**src/design/flash_host_pkg.sv**
```systemverilog
// Constants, types and timing for the parallel-flash command host.
// Assumes a 200 MHz system clock and a byte-wide flash on plain pins.
package flash_host_pkg;

    localparam int          CLK_NS       = 5;
    localparam int          WR_LOW_NS    = 35;
    localparam int          WR_HIGH_NS   = 30;
    localparam int          RD_LOW_NS    = 80;
    localparam int          RD_HIGH_NS   = 30;
    localparam int          RST_LOW_NS   = 500;
    localparam int          RST_REC_NS   = 50;
    localparam logic [7:0]  WR_LOW_CYC   = 8'((WR_LOW_NS + CLK_NS - 1) / CLK_NS);
    localparam logic [7:0]  WR_HIGH_CYC  = 8'((WR_HIGH_NS + CLK_NS - 1) / CLK_NS);
    localparam logic [7:0]  RD_LOW_CYC   = 8'((RD_LOW_NS + CLK_NS - 1) / CLK_NS);
    localparam logic [7:0]  RD_HIGH_CYC  = 8'((RD_HIGH_NS + CLK_NS - 1) / CLK_NS);
    localparam logic [7:0]  RST_LOW_CYC  = 8'((RST_LOW_NS + CLK_NS - 1) / CLK_NS);
    localparam logic [7:0]  RST_REC_CYC  = 8'((RST_REC_NS + CLK_NS - 1) / CLK_NS);

    localparam logic [19:0] UNLOCK_ADDR1 = 20'h00555;
    localparam logic [19:0] UNLOCK_ADDR2 = 20'h002aa;
    localparam logic [7:0]  UNLOCK_DATA1 = 8'haa;
    localparam logic [7:0]  UNLOCK_DATA2 = 8'h55;
    localparam logic [7:0]  CODE_RESET   = 8'hf0;
    localparam logic [7:0]  CODE_AUTOSEL = 8'h90;
    localparam logic [7:0]  CODE_PROGRAM = 8'ha0;
    localparam logic [7:0]  CODE_SETUP_E = 8'h80;
    localparam logic [7:0]  CODE_BLOCK_E = 8'h30;
    localparam logic [7:0]  CODE_CHIP_E  = 8'h10;
    localparam logic [7:0]  CODE_SUSPEND = 8'hb0;
    localparam logic [7:0]  CODE_RESUME  = 8'h30;

    localparam int          TOGGLE_BIT   = 6;
    localparam int          ERROR_BIT    = 5;
    localparam logic [7:0]  STATUS_MASK  = 8'hec;

    localparam logic [1:0]  REG_CTRL     = 2'h0;
    localparam logic [1:0]  REG_ADDR     = 2'h1;
    localparam logic [1:0]  REG_WDATA    = 2'h2;
    localparam logic [1:0]  REG_STATUS   = 2'h3;
    localparam int          ST_BUSY      = 0;
    localparam int          ST_DONE      = 1;
    localparam int          ST_ERR       = 2;
    localparam int          ST_DATA_LSB  = 8;

    typedef enum logic [3:0] {
        OP_READ_ARRAY = 4'h0,
        OP_RESET_LONG = 4'h1,
        OP_RESET_ONE  = 4'h2,
        OP_AUTOSEL    = 4'h3,
        OP_PROGRAM    = 4'h4,
        OP_BLOCK_E    = 4'h5,
        OP_CHIP_E     = 4'h6,
        OP_SUSPEND    = 4'h7,
        OP_RESUME     = 4'h8,
        OP_QUEUE_BLK  = 4'h9,
        OP_HW_RESET   = 4'ha
    } op_e;

    typedef enum logic [2:0] {
        P_IDLE    = 3'h0,
        P_WR_LOW  = 3'h1,
        P_WR_HIGH = 3'h2,
        P_RD_LOW  = 3'h3,
        P_RD_HIGH = 3'h4,
        P_RST_LOW = 3'h5,
        P_RST_REC = 3'h6
    } phase_e;

    typedef struct packed {
        logic [19:0] addr;
        logic [7:0]  data;
    } bus_cycle_s;

    typedef struct packed {
        logic       e_n;
        logic       g_n;
        logic       w_n;
        logic       rp_n;
        logic       dq_oe;
    } pin_ctl_s;

endpackage

```
**src/design/flash_host_ctrl.sv**
```systemverilog
// Host controller that sequences commands onto a byte-wide flash bus.
// Assumes pins are synchronous to SYS_CLK_IN and software owns the port.
//
// Local design decisions: the register addresses and the plain strobed port.
`timescale 1ns/1ps
`default_nettype none
module flash_host_ctrl
    import flash_host_pkg::*;
#(
    parameter logic [23:0] POLL_LIMIT = 24'hffffff
) (
    input  wire logic        SYS_CLK_IN,
    input  wire logic        RST_N_IN,
    input  wire logic        CE_IN,
    input  wire logic [1:0]  SW_ADDR_IN,
    input  wire logic [31:0] SW_WDATA_IN,
    input  wire logic        SW_WR_IN,
    input  wire logic        SW_RD_IN,
    output logic      [31:0] SW_RDATA_OUT,
    output logic      [19:0] FLASH_ADDR_OUT,
    input  wire logic [7:0]  FLASH_DQ_IN,
    output logic      [7:0]  FLASH_DQ_OUT,
    output logic             FLASH_DQ_OE_OUT,
    output logic             FLASH_E_N_OUT,
    output logic             FLASH_G_N_OUT,
    output logic             FLASH_W_N_OUT,
    output logic             FLASH_RP_N_OUT
);

    typedef struct packed {
        phase_e      phase;
        op_e         op;
        logic [2:0]  idx;
        logic [7:0]  timer;
        logic [19:0] target;
        logic [7:0]  wdata;
        logic [19:0] pin_addr;
        logic [7:0]  pin_dq;
        pin_ctl_s    pins;
        logic [7:0]  last_rd;
        logic [7:0]  rdata;
        logic        have_prev;
        logic        err_seen;
        logic        busy;
        logic        done;
        logic        err;
        logic [23:0] polls;
        logic [31:0] sw_rdata;
    } state_s;

    state_s s;
    state_s next_s;

    ////////////////////////////////////////////////////////////////////////
    // Number of write cycles each operation places on the bus.
    function automatic logic [2:0] write_count(input op_e op);
        case (op)
            OP_RESET_LONG, OP_AUTOSEL: write_count = 3'd3;
            OP_PROGRAM:                write_count = 3'd4;
            OP_BLOCK_E, OP_CHIP_E:     write_count = 3'd6;
            OP_RESET_ONE, OP_SUSPEND,
            OP_RESUME, OP_QUEUE_BLK:   write_count = 3'd1;
            default:                   write_count = 3'd0;
        endcase
    endfunction

    function automatic logic polls_after(input op_e op);
        polls_after = (op == OP_PROGRAM) || (op == OP_BLOCK_E) ||
                      (op == OP_CHIP_E) || (op == OP_SUSPEND) ||
                      (op == OP_RESUME);
    endfunction

    // Address and data of write cycle idx of an operation.
    function automatic bus_cycle_s write_cycle(input op_e op,
                                               input logic [2:0] idx,
                                               input logic [19:0] target,
                                               input logic [7:0] wdata);
        logic [7:0] code3;
        code3 = CODE_SETUP_E;
        case (op)
            OP_RESET_LONG: code3 = CODE_RESET;
            OP_AUTOSEL:    code3 = CODE_AUTOSEL;
            OP_PROGRAM:    code3 = CODE_PROGRAM;
            default:       code3 = CODE_SETUP_E;
        endcase
        write_cycle = '{UNLOCK_ADDR1, UNLOCK_DATA1};
        if (write_count(op) == 3'd1) begin
            case (op)
                OP_RESET_ONE: write_cycle = '{target, CODE_RESET};
                OP_SUSPEND:   write_cycle = '{target, CODE_SUSPEND};
                OP_QUEUE_BLK: write_cycle = '{target, CODE_BLOCK_E};
                default:      write_cycle = '{target, CODE_RESUME};
            endcase
        end else begin
            case (idx)
                3'd0:    write_cycle = '{UNLOCK_ADDR1, UNLOCK_DATA1};
                3'd1:    write_cycle = '{UNLOCK_ADDR2, UNLOCK_DATA2};
                3'd2:    write_cycle = '{UNLOCK_ADDR1, code3};
                3'd3: begin
                    if (op == OP_PROGRAM) begin
                        write_cycle = '{target, wdata};
                    end else begin
                        write_cycle = '{UNLOCK_ADDR1, UNLOCK_DATA1};
                    end
                end
                3'd4:    write_cycle = '{UNLOCK_ADDR2, UNLOCK_DATA2};
                default: begin
                    if (op == OP_CHIP_E) begin
                        write_cycle = '{UNLOCK_ADDR1, CODE_CHIP_E};
                    end else begin
                        write_cycle = '{target, CODE_BLOCK_E};
                    end
                end
            endcase
        end
    endfunction

    ////////////////////////////////////////////////////////////////////////
    always_comb begin
        bus_cycle_s cyc;
        logic [2:0] nidx;
        cyc = '0;
        nidx = s.idx + 3'd1;
        next_s = s;
        next_s.sw_rdata = '0;
        if (SW_RD_IN) begin
            case (SW_ADDR_IN)
                REG_CTRL:   next_s.sw_rdata = {28'h0000000, s.op};
                REG_ADDR:   next_s.sw_rdata = {12'h000, s.target};
                REG_WDATA:  next_s.sw_rdata = {24'h000000, s.wdata};
                default:    next_s.sw_rdata = {16'h0000, s.rdata, 5'h00,
                                               s.err, s.done, s.busy};
            endcase
        end
        if (SW_WR_IN && !s.busy) begin
            case (SW_ADDR_IN)
                REG_ADDR:  next_s.target = SW_WDATA_IN[19:0];
                REG_WDATA: next_s.wdata = SW_WDATA_IN[7:0];
                default:   next_s.wdata = s.wdata;
            endcase
        end
        case (s.phase)
            P_IDLE: begin
                if (SW_WR_IN && SW_ADDR_IN == REG_CTRL) begin
                    next_s.op = op_e'(SW_WDATA_IN[3:0]);
                    next_s.idx = 3'd0;
                    next_s.busy = 1'b1;
                    next_s.done = 1'b0;
                    next_s.err = 1'b0;
                    next_s.have_prev = 1'b0;
                    next_s.err_seen = 1'b0;
                    next_s.polls = '0;
                    if (next_s.op == OP_HW_RESET) begin
                        next_s.pins.rp_n = 1'b0;
                        next_s.timer = RST_LOW_CYC - 8'd1;
                        next_s.phase = P_RST_LOW;
                    end else if (write_count(next_s.op) == 3'd0) begin
                        next_s.pin_addr = s.target;
                        next_s.pins.e_n = 1'b0;
                        next_s.pins.g_n = 1'b0;
                        next_s.timer = RD_LOW_CYC - 8'd1;
                        next_s.phase = P_RD_LOW;
                    end else begin
                        cyc = write_cycle(next_s.op, 3'd0, s.target, s.wdata);
                        next_s.pin_addr = cyc.addr;
                        next_s.pin_dq = cyc.data;
                        next_s.pins.dq_oe = 1'b1;
                        next_s.pins.e_n = 1'b0;
                        next_s.pins.w_n = 1'b0;
                        next_s.timer = WR_LOW_CYC - 8'd1;
                        next_s.phase = P_WR_LOW;
                    end
                end
            end
            P_WR_LOW: begin
                next_s.timer = s.timer - 8'd1;
                if (s.timer == 8'd0) begin
                    // The flash latches data on the rising strobe edge.
                    next_s.pins.w_n = 1'b1;
                    next_s.pins.e_n = 1'b1;
                    next_s.timer = WR_HIGH_CYC - 8'd1;
                    next_s.phase = P_WR_HIGH;
                end
            end
            P_WR_HIGH: begin
                next_s.pins.dq_oe = 1'b0;
                next_s.timer = s.timer - 8'd1;
                if (s.timer == 8'd0) begin
                    next_s.idx = nidx;
                    if (nidx < write_count(s.op)) begin
                        cyc = write_cycle(s.op, nidx, s.target, s.wdata);
                        next_s.pin_addr = cyc.addr;
                        next_s.pin_dq = cyc.data;
                        next_s.pins.dq_oe = 1'b1;
                        next_s.pins.e_n = 1'b0;
                        next_s.pins.w_n = 1'b0;
                        next_s.timer = WR_LOW_CYC - 8'd1;
                        next_s.phase = P_WR_LOW;
                    end else if (polls_after(s.op) || s.op == OP_AUTOSEL) begin
                        next_s.pin_addr = s.target;
                        next_s.pins.e_n = 1'b0;
                        next_s.pins.g_n = 1'b0;
                        next_s.timer = RD_LOW_CYC - 8'd1;
                        next_s.phase = P_RD_LOW;
                    end else begin
                        next_s.busy = 1'b0;
                        next_s.done = 1'b1;
                        next_s.phase = P_IDLE;
                    end
                end
            end
            P_RD_LOW: begin
                next_s.timer = s.timer - 8'd1;
                if (s.timer == 8'd0) begin
                    next_s.rdata = FLASH_DQ_IN;
                    next_s.pins.e_n = 1'b1;
                    next_s.pins.g_n = 1'b1;
                    next_s.timer = RD_HIGH_CYC - 8'd1;
                    next_s.phase = P_RD_HIGH;
                end
            end
            P_RD_HIGH: begin
                next_s.timer = s.timer - 8'd1;
                if (s.timer == 8'd0) begin
                    next_s.last_rd = s.rdata;
                    next_s.have_prev = 1'b1;
                    next_s.err_seen = s.rdata[ERROR_BIT];
                    next_s.polls = s.polls + 24'd1;
                    if (!polls_after(s.op) || (s.have_prev &&
                        s.last_rd[TOGGLE_BIT] == s.rdata[TOGGLE_BIT])) begin
                        next_s.busy = 1'b0;
                        next_s.done = 1'b1;
                        next_s.phase = P_IDLE;
                    end else if (s.err_seen || s.polls == POLL_LIMIT) begin
                        // Still toggling after the error bit rose, or the poll limit is reached: failure.
                        next_s.busy = 1'b0;
                        next_s.done = 1'b1;
                        next_s.err = 1'b1;
                        next_s.phase = P_IDLE;
                    end else begin
                        next_s.pins.e_n = 1'b0;
                        next_s.pins.g_n = 1'b0;
                        next_s.timer = RD_LOW_CYC - 8'd1;
                        next_s.phase = P_RD_LOW;
                    end
                end
            end
            P_RST_LOW: begin
                next_s.timer = s.timer - 8'd1;
                if (s.timer == 8'd0) begin
                    next_s.pins.rp_n = 1'b1;
                    next_s.timer = RST_REC_CYC - 8'd1;
                    next_s.phase = P_RST_REC;
                end
            end
            P_RST_REC: begin
                next_s.timer = s.timer - 8'd1;
                if (s.timer == 8'd0) begin
                    next_s.busy = 1'b0;
                    next_s.done = 1'b1;
                    next_s.phase = P_IDLE;
                end
            end
            default: next_s.phase = P_IDLE;
        endcase
    end

    always_ff @(posedge SYS_CLK_IN or negedge RST_N_IN) begin
        if (!RST_N_IN) begin
            s <= '{phase: P_IDLE, op: OP_READ_ARRAY,
                   pins: '{e_n: 1'b1, g_n: 1'b1, w_n: 1'b1,
                           rp_n: 1'b1, dq_oe: 1'b0},
                   default: '0};
        end else if (CE_IN) begin
            s <= next_s;
        end
    end

    assign SW_RDATA_OUT = s.sw_rdata;
    assign FLASH_ADDR_OUT = s.pin_addr;
    assign FLASH_DQ_OUT = s.pin_dq;
    assign FLASH_DQ_OE_OUT = s.pins.dq_oe;
    assign FLASH_E_N_OUT = s.pins.e_n;
    assign FLASH_G_N_OUT = s.pins.g_n;
    assign FLASH_W_N_OUT = s.pins.w_n;
    assign FLASH_RP_N_OUT = s.pins.rp_n;
endmodule
`default_nettype wire

```
**config.mk**
```make
export PLATFORM = sky130hd
export DESIGN_NAME = flash_host_ctrl
export DESIGN_NICKNAME = d
export VERILOG_FILES = /design/src/design/flash_host_pkg.sv /design/src/design/flash_host_ctrl.sv
export SDC_FILE = /design/constraint.sdc
export NUM_CORES = 1
export LEC_CHECK = 0
export BUFFER_PORTS_ARGS = -buffer_cell sky130_fd_sc_hd__buf_2
export CORE_MARGIN = 5
export CORE_UTILIZATION = 54
export CTS_BUF_LIST = sky130_fd_sc_hd__clkbuf_4
export CTS_CLUSTER_DIAMETER = 40
export DETAILED_ROUTE_END_ITERATION = 16
export PLACE_DENSITY = 0.9
export SYNTH_ARGS = -nofsm -noshare
export SYNTH_HDL_FRONTEND = slang
export SYNTH_SLANG_ARGS = --single-unit
```
**constraint.sdc**
```tcl
create_clock -name SYS_CLK_IN -period 3.2 [get_ports SYS_CLK_IN]
set_clock_uncertainty 0.1 [all_clocks]
set_input_delay 0.64 -clock SYS_CLK_IN [delete_from_list [all_inputs] [get_ports SYS_CLK_IN]]
set_output_delay 0.64 -clock SYS_CLK_IN [all_outputs]
set_load 0.02 [all_outputs]
```
Word level (Yosys, flattened, before mapping) --
Memories as Yosys holds them, arrays and structs flattened. Index checks and enable logic that the tools add are counted.
Cells by class: $add $sub $neg 3, equality and inequality tests 47, reduce and logical (&&, ||, !) cells 45, $lt $le $gt $ge 1, mux-type cells 90
Operators with widths (count):
- $mux W28 | 4
- $pmux W28 S4 | 1
- $mux W8 | 9
- $mux W3 | 22
- $mux W31 | 2
- $mux W20 | 3
- $pmux W20 S3 | 1
- $mux W29 | 2
- $pmux W28 S2 | 1
- $pmux W25 S2 | 1
- $pmux W8 S6 | 1
- $ne A2 B2 Y1 const B | 18
- $mux W33 | 1
- $mux W32 | 1
- $pmux W8 S2 | 2
- $mux W2 | 13
- $add A24 B1 Y24 const B | 1
- $eq A24 B24 Y1 const B | 1
- $pmux W3 S7 | 1
- $pmux W7 S3 | 1
- $eq A4 B3 Y1 const B | 5
- $mux W18 | 1
- $reduce_and A3 Y1 | 6
- $reduce_and A8 Y1 | 2
- other kinds (43) | 86
Storage, ports and cells: bits in registers 155, logic and storage cells 212, bits of input ports 47, memories 4, ROM bits 192
Memory list:
- (no name shown) | words 16, width 3, rd ports 1, clocked after Yosys merged registers in 0, wr ports 0, line flash_host_ctrl.sv:57 | case (op)
- (no name shown) | words 16, width 3, rd ports 1, clocked after Yosys merged registers in 0, wr ports 0, line flash_host_ctrl.sv:57
- (no name shown) | words 16, width 3, rd ports 1, clocked after Yosys merged registers in 0, wr ports 0, line flash_host_ctrl.sv:57
- (no name shown) | words 16, width 3, rd ports 1, clocked after Yosys merged registers in 0, wr ports 0, line flash_host_ctrl.sv:57

Depth between registers and ports, before layout --
Gate-level depths: netlist of the first run.
word-level depth 15, depth in mapped cells 13, gate-level depth less buffers 11

Worst setup path after synthesis of the first run --
Ideal clock, no wire load.
path kind register to register, from register s[149] (netlist bit), to register s, in the netlist FLASH_ADDR_OUT[1], clock period less this slack 2.985 ns, cell stages (with the launch flop) 13, path buffers 1, setup slack 0.215 ns, data arrival time 2.808 ns, data required time 3.024 ns, path through dfrtp_1 inv_1 ha_1 mux2i_1 or2_2 ha_1 nand3b_1 and2_1 a211oi_1 or3_1 buf_2 a311o_1 o21ai_1
Between the ends: longest elaborated chain between the ends 9
RTL lines:
- from (decl) | line flash_host_ctrl.sv:51 | state_s s;
- from (signal assigned) | line flash_host_ctrl.sv:270 | s <= '{phase: P_IDLE, op: OP_READ_ARRAY,
- from (signal assigned) | line flash_host_ctrl.sv:275 | s <= next_s;
- $mem_v2 Z16 W3
- $mux W3 | line flash_host_ctrl.sv:190 | if (nidx < write_count(s.op)) begin
- $mux W3 | line flash_host_ctrl.sv:188 | if (s.timer == 8'd0) begin
- $mux W3 | line flash_host_ctrl.sv:142 | case (s.phase)
- $eq A3 B1 Y1 | line flash_host_ctrl.sv:87 | if (write_count(op) == 3'd1) begin
- $mux W28 | line flash_host_ctrl.sv:87
- $mux W20 | line flash_host_ctrl.sv:190
- $mux W31 | line flash_host_ctrl.sv:188
- $pmux W28 S2 | line flash_host_ctrl.sv:142
Parallel ways exist; a longest one is shown, timed or not. The select of a mux whose other input is x is not followed. A chain may end at the register's enable or synchronous reset.

Worst setup path in the final report of the first run --
Ends and elaborated chain as after synthesis.

==> reports/qor.csv, run 1 <==
metric,value,unit
outcome,"finished, final reports clean",
holdCritStartpoint,SW_WDATA_IN[17],
clkLatencyLatePin,0.57,ns
synth_ff_type,dfrtp_1,
chipHeight,129,µm
synth_top_area_cell,dfrtp_1,
worstSetupEndpointType,flop,
relSlewSlack,0.507,
antenna_found_initial,0,
grt_pass1_vias,6056,
clock_sinks,137,
wirelength,18300,µm
syn_inst,798,
final_cell_area,8340,µm²
coreArea,13900,µm²
reg2reg_setup_slack,0.18,ns
cp_max_fo,5,
worstMarginPinSlew,0.736,ns
worstReg2RegStart,s[149],
ys_ff_latch,137,
drtIter0Drc,655,
dr_total_vias,6257,
maxCapViolCount,0,
rsz0062_at_grt,no,
cts_tree,built,
synthArstFlopShare,1.00,
worst_r2r_endpoint,FLASH_ADDR_OUT[1],
grt_pass1_wl,29900,µm
place.gp.congestion,0.959,
chipWidth,129,µm
holdWs,0.198,ns
hold_viol,0,
gr-total-overflow,0,
yosysSeqAreaShare,0.447,
port_buffers,87,
cp.arrival,3.42,ns
avgSynthCellArea,9.63,µm²
dp_hpwl,13500,µm
critPathRequiredTime,3.60,ns
diodes,0,
clockBufferDepth,2,
layout.nets,921,
hp-class,in2reg,
yosys_warnings,0,
finalSetupViolCount,0,
yosysMostFrequentCell,dfrtp_1,
hold_depth,2,
tns,0,ns
period_needed,3.02,ns
setup_ws,0.178,ns
wl_per_cell,17.5,µm
route.detailed.drc,0,
cts_max_level,4,
dr.pass1.iters,7,
fin_crit_sh,0.944,
dp.cells,1016,
synth.area.top_cells,"dfrtp_1 (43%), mux2_2 (6.4%), buf_4 (5.9%)",
io_pins,112,
vias_per_cell,5.96,
crit_path_start_kind,flop,
timing.fmax,331,MHz
numCtsBuffers,17,
place_worst_setup_slack,0.0446,ns
syn2layout_area_growth,8.50,%
root_buffer,clkbuf_4,
leakage,3.84,nW
r2r_cells,11,
placed_area,8060,µm²
p_per_area,807,nW/µm²
synth_area,7680,µm²
drive_above_1_share,0.257,
netlist.area_leader.share,0.433,
stdcell_count,1049,
die_area,16700,µm²
grt_max_degree,66,
post_cts_buffers,0,
hold_end,s[135],
cts.clk_slew.worst_paths,0.14,ns
ant_nets,0,
grt_use_total,0.224,
vdd_drop_max,0.000279,V
synth_common_cells,"dfrtp_1 (133), nand2_1 (62), buf_4 (60), nor2_1 (60), o21ai_0 (56)",
start_util,0.551,
worstSetupPathType,reg2reg,
rows,43,
maxSlewViolCount,0,
synth_edf_count,0,
synth.distinct_cells,74,
state kept, by name (all words and copies together) (netlist names):
register         cells
s                   84
FLASH_DQ_OE_OUT      1
FLASH_E_N_OUT        1
SW_RDATA_OUT        20
FLASH_G_N_OUT        1
FLASH_ADDR_OUT      20
FLASH_RP_N_OUT       1
FLASH_DQ_OUT         8
FLASH_W_N_OUT        1
power by group:
group	internal (W)	switching, W
combinational	0.00123	0.00182
sequential	0.00221	0.000422
clock	0.000334	0.000721
worst max-delay path, cell delays in order, from the launching register on:
cell      delay [ns]
dfrtp_1         0.38
inv_1           0.08
ha_1            0.32
mux2i_1         0.08
or2_2           0.29
ha_1            0.31
nand3b_1        0.12
and2_4          0.17
a211oi_2        0.10
or3_4           0.46
a311o_1         0.38
o21ai_1         0.18
cells in the final DEF (no fill, tap or decap), drive strengths merged, types with 6 or more instances in the layout:
cell type  count
a22oi         13
inv           48
o211ai         7
buf          122
nand2b        11
or3           11
nand3         31
mux2          45
nand4         10
xor2          14
a31oi         16
clkbuf        17
and3           8
a211oi         6
o21ai         64
nand2         62
a21oi         38
dfrtp        133
conb          12
a22o          13
nor3          13
ha            18
nand3b         6
nor2          61
cell families (layout without fill, tap and decap cells):
group | after synthesis | in the layout | synth area share
other | 1 | 12 | 0.000488
adders and majority gates | 18 | 18 | 0.0293
AOI/OAI and AO/OA | 198 | 198 | 0.168
muxes | 52 | 52 | 0.0799
xor gates and xnor gates | 16 | 16 | 0.0182
buffers and inverters | 135 | 195 | 0.0978
DFF | 137 | 137 | 0.447
and+or+nand+nor | 241 | 241 | 0.160
layout make-up:
cell class	count	area, µm²
fill	1118	5600
multi-input combinational	537	3560
sequential	137	3430
timing repair buffer	123	714
tap	180	225
inverter	40	150
clock inverter	15	131
clock buffer	17	128
metrics by stage:
| stage | total power, W | utilization |
|---|---|---|
| 2_1_floorplan | 0.00488 | - |
| 3_3_place_gp | 0.00553 | 0.578 |
| 3_5_place_dp | 0.00562 | 0.578 |
| 4_1_cts | 0.00668 | 0.597 |
| 5_1_grt | 0.00719 | 0.598 |
| 6_report | 0.00673 | 0.598 |
worst max-delay path by stage:
stage	end	startpoint	cells past startpoint
final	FLASH_ADDR_OUT[1]	s[149]	11
after global routing	FLASH_ADDR_OUT[1]	s[149]	11
after CTS	FLASH_ADDR_OUT[10]	s[149]	12
after detailed placement	FLASH_ADDR_OUT[1]	s[149]	11
after global placement	FLASH_ADDR_OUT[12]	s[149]	11
after floorplan	FLASH_ADDR_OUT[1]	s[149]	12
layer usage:
| metal | GRT usage | vias up | wire length, µm |
|---|---|---|---|
| met4 | 0.0692 | 0 | 276 |
| met3 | 0.0528 | 30 | 1620 |
| met2 | 0.358 | 304 | 8780 |
| met5 | 0 | - | 0 |
| met1 | 0.304 | 3019 | 7640 |
| li1 | - | 2904 | - |
what timing repair did:
action                                 CTS  global route
gates resized for setup                  0             3
endpoints found under the hold margin   59             0
setup endpoints to repair                0            20
hold buffers                             1             0
Note: power is estimated with default switching activity, not from simulation.
==> inputs of run 2 (changes only) <==
- CORE_UTILIZATION: 54 -> 35
- PLACE_DENSITY: 0.9 -> 0.66
==> run 2 against run 1 <==
  * Global-route usage is 7.2 points lower
  * Highest routed layer unchanged
  * Critical endpoint is now FLASH_ADDR_OUT[3]
  * Via count is 2.3% lower
  * Clock power is 29% higher
  * Cell area is 2.9% higher
  * Maximum frequency is 1.5% higher
  * First-iteration DRC count is 23% lower
==> reports/qor.csv, run 2 (same netlist as run 1, synthesis figures left out) <==
metric,value,unit
crit_path_start_kind,flop,
worstSetupPathType,reg2reg,
nFillCells,2153,
layout_commonest_cell,dfrtp_1,
rsz0062_at_grt,no,
grt_use_total,0.152,
io_pins,112,
worstSetupEndpointType,flop,
gr-total-overflow,0,
clock_sinks,137,
multiInputGateArea,3560,µm²
grt_max_degree,85,
largest_register_ffs,84,
tns,0,ns
cp.arrival,3.37,ns
stdcell_count,1154,
cts.clk_slew.worst_paths,0.13,ns
root_buffer,clkbuf_4,
p_per_area,823,nW/µm²
clockBufferDepth,2,
top_register,s,
clkLatencyLatePin,0.56,ns
numCtsBuffers,17,
holdWs,0.0401,ns
layout.nets,926,
drtIter0Drc,507,
crit_chain,ha_1 -> ha_1 -> ha_1 -> a21oi_1 -> and2_4 -> a211oi_2 -> or3_4 -> a311o_1 -> o21ai_1,
rows,54,
post_cts_buffers,0,
reg2reg_setup_slack,0.22,ns
period_needed,2.98,ns
cts_tree,built,
route.detailed.drc,0,
vias_per_cell,5.30,
place.gp.congestion,0.927,
fin_crit_sh,0.931,
vdd_drop_max,0.000265,V
die_area,25000,µm²
port_buffers,87,
diodes,0,
timing.fmax,336,MHz
start_util,0.353,
path_delay_family,adder cells,
ant_nets,0,
worstReg2RegStart,s[147],
finalSetupViolCount,0,
cts_resized,0,
dr_total_vias,6114,
worstMarginPinSlew,0.805,ns
grt_pass1_wl,30500,µm
slowest_delay,0.46,ns
cp_max_fo,5,
drive_above_1_share,0.262,
dp_hpwl,13900,µm
cts_max_level,4,
wl_per_cell,16.3,µm
chipHeight,158,µm
outcome,"finished, final reports clean",
maxCapViolCount,0,
path_buf_inv,0,
relSlewSlack,0.464,
syn2layout_area_growth,11.7,%
coreArea,21800,µm²
most-common-layout-cells,"dfrtp_1 (133), buf_2 (86), nand2_1 (62)",
cp_slowest_cell,or3_4,
hold_buffers,0,
leakage,3.90,nW
dr.pass1.iters,5,
seqCellArea,3430,µm²
antenna_found_initial,0,
chipWidth,158,µm
maxSlewViolCount,0,
worst_r2r_endpoint,FLASH_ADDR_OUT[3],
crit_top_cell,ha_1,
critPathRequiredTime,3.59,ns
grt_pass1_vias,5900,
hold_viol,0,
hp-class,in2async,
wirelength,18800,µm
r2r_cells,9,
dp.cells,1122,
[run 2: worst max-delay path by stage]
stage	start	endpoint	slack, ns	cells past startpoint
detailed placement	s[149]	FLASH_ADDR_OUT[9]	0.09	11
finish	s[147]	FLASH_ADDR_OUT[3]	0.22	9
CTS	s[149]	FLASH_ADDR_OUT[3]	0.05	11
floorplan	s[149]	FLASH_ADDR_OUT[1]	0.22	12
global placement	s[149]	FLASH_ADDR_OUT[7]	0.13	11
global route	s[149]	FLASH_ADDR_OUT[7]	0.05	11
[run 2: cell type report]
cell class | instances | share of cell area
Clock buffer | 18 | 0.0157
Clock inverter | 14 | 0.0242
Inverter | 40 | 0.0175
Multi-Input combinational cell | 537 | 0.414
Sequential cell | 137 | 0.400
Tap cell | 280 | 0.0408
Timing Repair Buffer | 128 | 0.0873
[run 2: metal layers]
| metal | GRT usage | up-vias | share of wire |
|---|---|---|---|
| li1 | - | 2918 | - |
| met1 | 0.210 | 2948 | 0.46 |
| met2 | 0.234 | 214 | 0.46 |
| met3 | 0.0372 | 34 | 0.062 |
| met4 | 0.0512 | 0 | 0.019 |
| met5 | 0 | - | 0 |
[run 2: worst register-to-register path: cells and delay by family, from the launching register on]
| family | cells | cell delay [ns] |
|---|---|---|
| AO/OA/AOI/OAI | 4 | 0.83 |
| adder cells (fa/ha/maj) | 3 | 0.88 |
| flip-flops | 1 | 0.45 |
| AND/OR/NAND/NOR | 2 | 0.66 |
[run 2: where the power goes]
group	internal (W)	total (W)	switching, W
clock network	0.000649	0.00135	0.000702
logic	0.00126	0.00311	0.00186
registers	0.00221	0.00259	0.000383
total	0.00412	0.00706	0.00294
[run 2: through the flow]
stage	area [µm²]	utilization	power, W	worst slack (ns)
final	8580	0.394	0.00706	0.221
after global routing	8580	0.394	0.00754	0.0482
after CTS	8570	0.394	0.00705	0.0493
after detailed placement	8230	0.378	0.00568	0.0897
after global placement	8230	0.378	0.00563	0.134
after floorplan	7730	-	0.00488	0.215
==> inputs of run 3 (changes only) <==
- CELL_PAD_IN_SITES_DETAIL_PLACEMENT: default -> 1
- CELL_PAD_IN_SITES_GLOBAL_PLACEMENT: default -> 2
- CORE_UTILIZATION: 35 -> 34
- PLACE_DENSITY: 0.66 -> 0.9
==> run 3 against run 2 <==
  * Die area increased by 2.7%
  * Largest power group unchanged
  * Non-clock buffer count rose by 3
  * Cell count increased by 0.78%
  * Total power decreased by 1.3%
  * Register-to-register slack got worse by 0.06 ns
  * Global-route usage rose by 1.7 points
==> reports/qor.csv, run 3 (same netlist as run 1, synthesis figures left out) <==
metric,value,unit
chipHeight,160,µm
drive_above_1_share,0.265,
largest_register_ffs,84,
grt_pass1_wl,35300,µm
rsz0062_at_grt,no,
hold_viol,0,
top_register,s,
cp.arrival,3.44,ns
antenna_found_initial,1,
layout.nets,929,
cts_max_level,4,
vdd_drop_max,0.000238,V
numCtsBuffers,17,
seqCellArea,3430,µm²
drtIter0Drc,277,
chipWidth,160,µm
rows,55,
wl_met1,9630,µm
maxSlewViolCount,0,
tns,0,ns
crit_top_cell,ha_1,
worstSetupEndpointType,flop,
fin_crit_sh,0.949,
timing.fmax,329,MHz
critPathRequiredTime,3.60,ns
vias_per_cell,5.35,
layout_commonest_cell,dfrtp_1,
root_buffer,clkbuf_4,
worstMarginPinSlew,0.759,ns
start_util,0.343,
dr_total_vias,6226,
outcome,"finished, final reports clean",
crit_chain,inv_1 -> ha_1 -> mux2i_1 -> or2_2 -> ha_1 -> nand3b_1 -> and2_2 -> a211oi_2 -> or3_4 -> a311o_1 -> o21ai_1,
worstSetupPathType,reg2reg,
cp_max_fo,5,
wirelength,21400,µm
cts_tree,built,
slowest_delay,0.46,ns
p_per_area,811,nW/µm²
r2r_cells,11,
route.detailed.drc,0,
top_layer_used,met4,
hp-class,in2reg,
grt_use_total,0.168,
multiInputGateArea,3560,µm²
dr.pass1.iters,5,
wl_per_cell,18.4,µm
ant_nets,0,
io_pins,112,
place.gp.congestion,0.838,
maxCapViolCount,0,
gr-total-overflow,0,
port_buffers,87,
die_area,25700,µm²
relSlewSlack,0.492,
crit_path_start_kind,flop,
nFillCells,2585,
cts.clk_slew.worst_paths,0.16,ns
dp_hpwl,16000,µm
clockBufferDepth,2,
syn2layout_area_growth,11.7,%
leakage,3.89,nW
hold_depth,2,
placed_area,8260,µm²
grt_max_degree,64,
wl_met2,10700,µm
holdWs,0.174,ns
finalSetupViolCount,0,
most-common-layout-cells,"dfrtp_1 (133), buf_2 (86), nand2_1 (62)",
coreArea,22400,µm²
clkLatencyLatePin,0.58,ns
wl_met3,777,µm
cp_slowest_cell,or3_4,
grt_pass1_vias,6648,
final_cell_area,8590,µm²
period_needed,3.04,ns
clock_sinks,137,
run 3: cell count changes in the layout (fill, tap and decap cells not counted), sizes merged:
| cell | change |
|---|---|
| clkinv | +4 |
| bufinv | -4 |
| clkbuf | -1 |
| inv | +1 |
| dlygate4sd3 | +1 |
| diode | +1 |
| buf | +2 |
run 3: cell type report:
cell class	count	area share
Sequential cell	137	0.400
Multi-Input combinational cell	537	0.414
Tap cell	285	0.0415
Timing Repair Buffer	131	0.0917
Clock buffer	17	0.0149
Inverter	40	0.0175
Antenna cell	1	0.000291
Clock inverter	15	0.0203
run 3: report_power, final:
group          switching, W  internal [W]  total [W]  leakage [nW]
sequential         0.000406       0.00221    0.00262          1.77
combinational       0.00191       0.00125    0.00317          1.97
clock              0.000819      0.000367    0.00119         0.156
run 3: per-stage QoR:
| stage | power (W) | cells | setup WS (ns) | utilization |
|---|---|---|---|---|
| 2_1_floorplan | 0.00488 | 809 | 0.215 | - |
| 3_3_place_gp | 0.00569 | 1129 | 0.119 | 0.368 |
| 3_5_place_dp | 0.00579 | 1129 | 0.0412 | 0.368 |
| 4_1_cts | 0.00699 | 1162 | 0.0145 | 0.382 |
| 5_1_grt | 0.00746 | 1163 | 0.0215 | 0.383 |
| 6_report | 0.00697 | 1163 | 0.165 | 0.383 |
run 3: what timing repair did:
action	CTS	global route
setup endpoints to repair	0	22
endpoints found under the hold margin	32	0
buffers inserted	0	0
hold buffers	1	0
resized for setup	0	4
run 3: routing by layer:
| metal | global-route usage | vias to the layer above |
|---|---|---|
| met5 | 0 | - |
| met4 | 0.0485 | 0 |
| met3 | 0.0336 | 31 |
| met2 | 0.290 | 136 |
| met1 | 0.215 | 3138 |
| li1 | - | 2921 |
run 3: worst max-delay path: cells and delay by family (launching register included):
kind	cells	cell delay, ns
fa+ha+maj	2	0.64
simple gates	4	1.05
buf+inv	1	0.07
flops	1	0.37
mux	1	0.09
compound gates	3	0.67
run 3: path summary, 6_finish.rpt:
path	startpoint	endpoint	slack, ns
setup / recovery	s[149]	FLASH_ADDR_OUT[7]	0.16
hold / removal	FLASH_DQ_IN[3]	s[64]	0.17
setup reg to reg	s[149]	FLASH_ADDR_OUT[7]	0.16
hold reg to reg	FLASH_RP_N_OUT	FLASH_RP_N_OUT	0.38
max in group asynchronous	RST_N_IN	SW_RDATA_OUT[0]	1.79
min in group asynchronous	RST_N_IN	SW_RDATA_OUT[3]	0.41
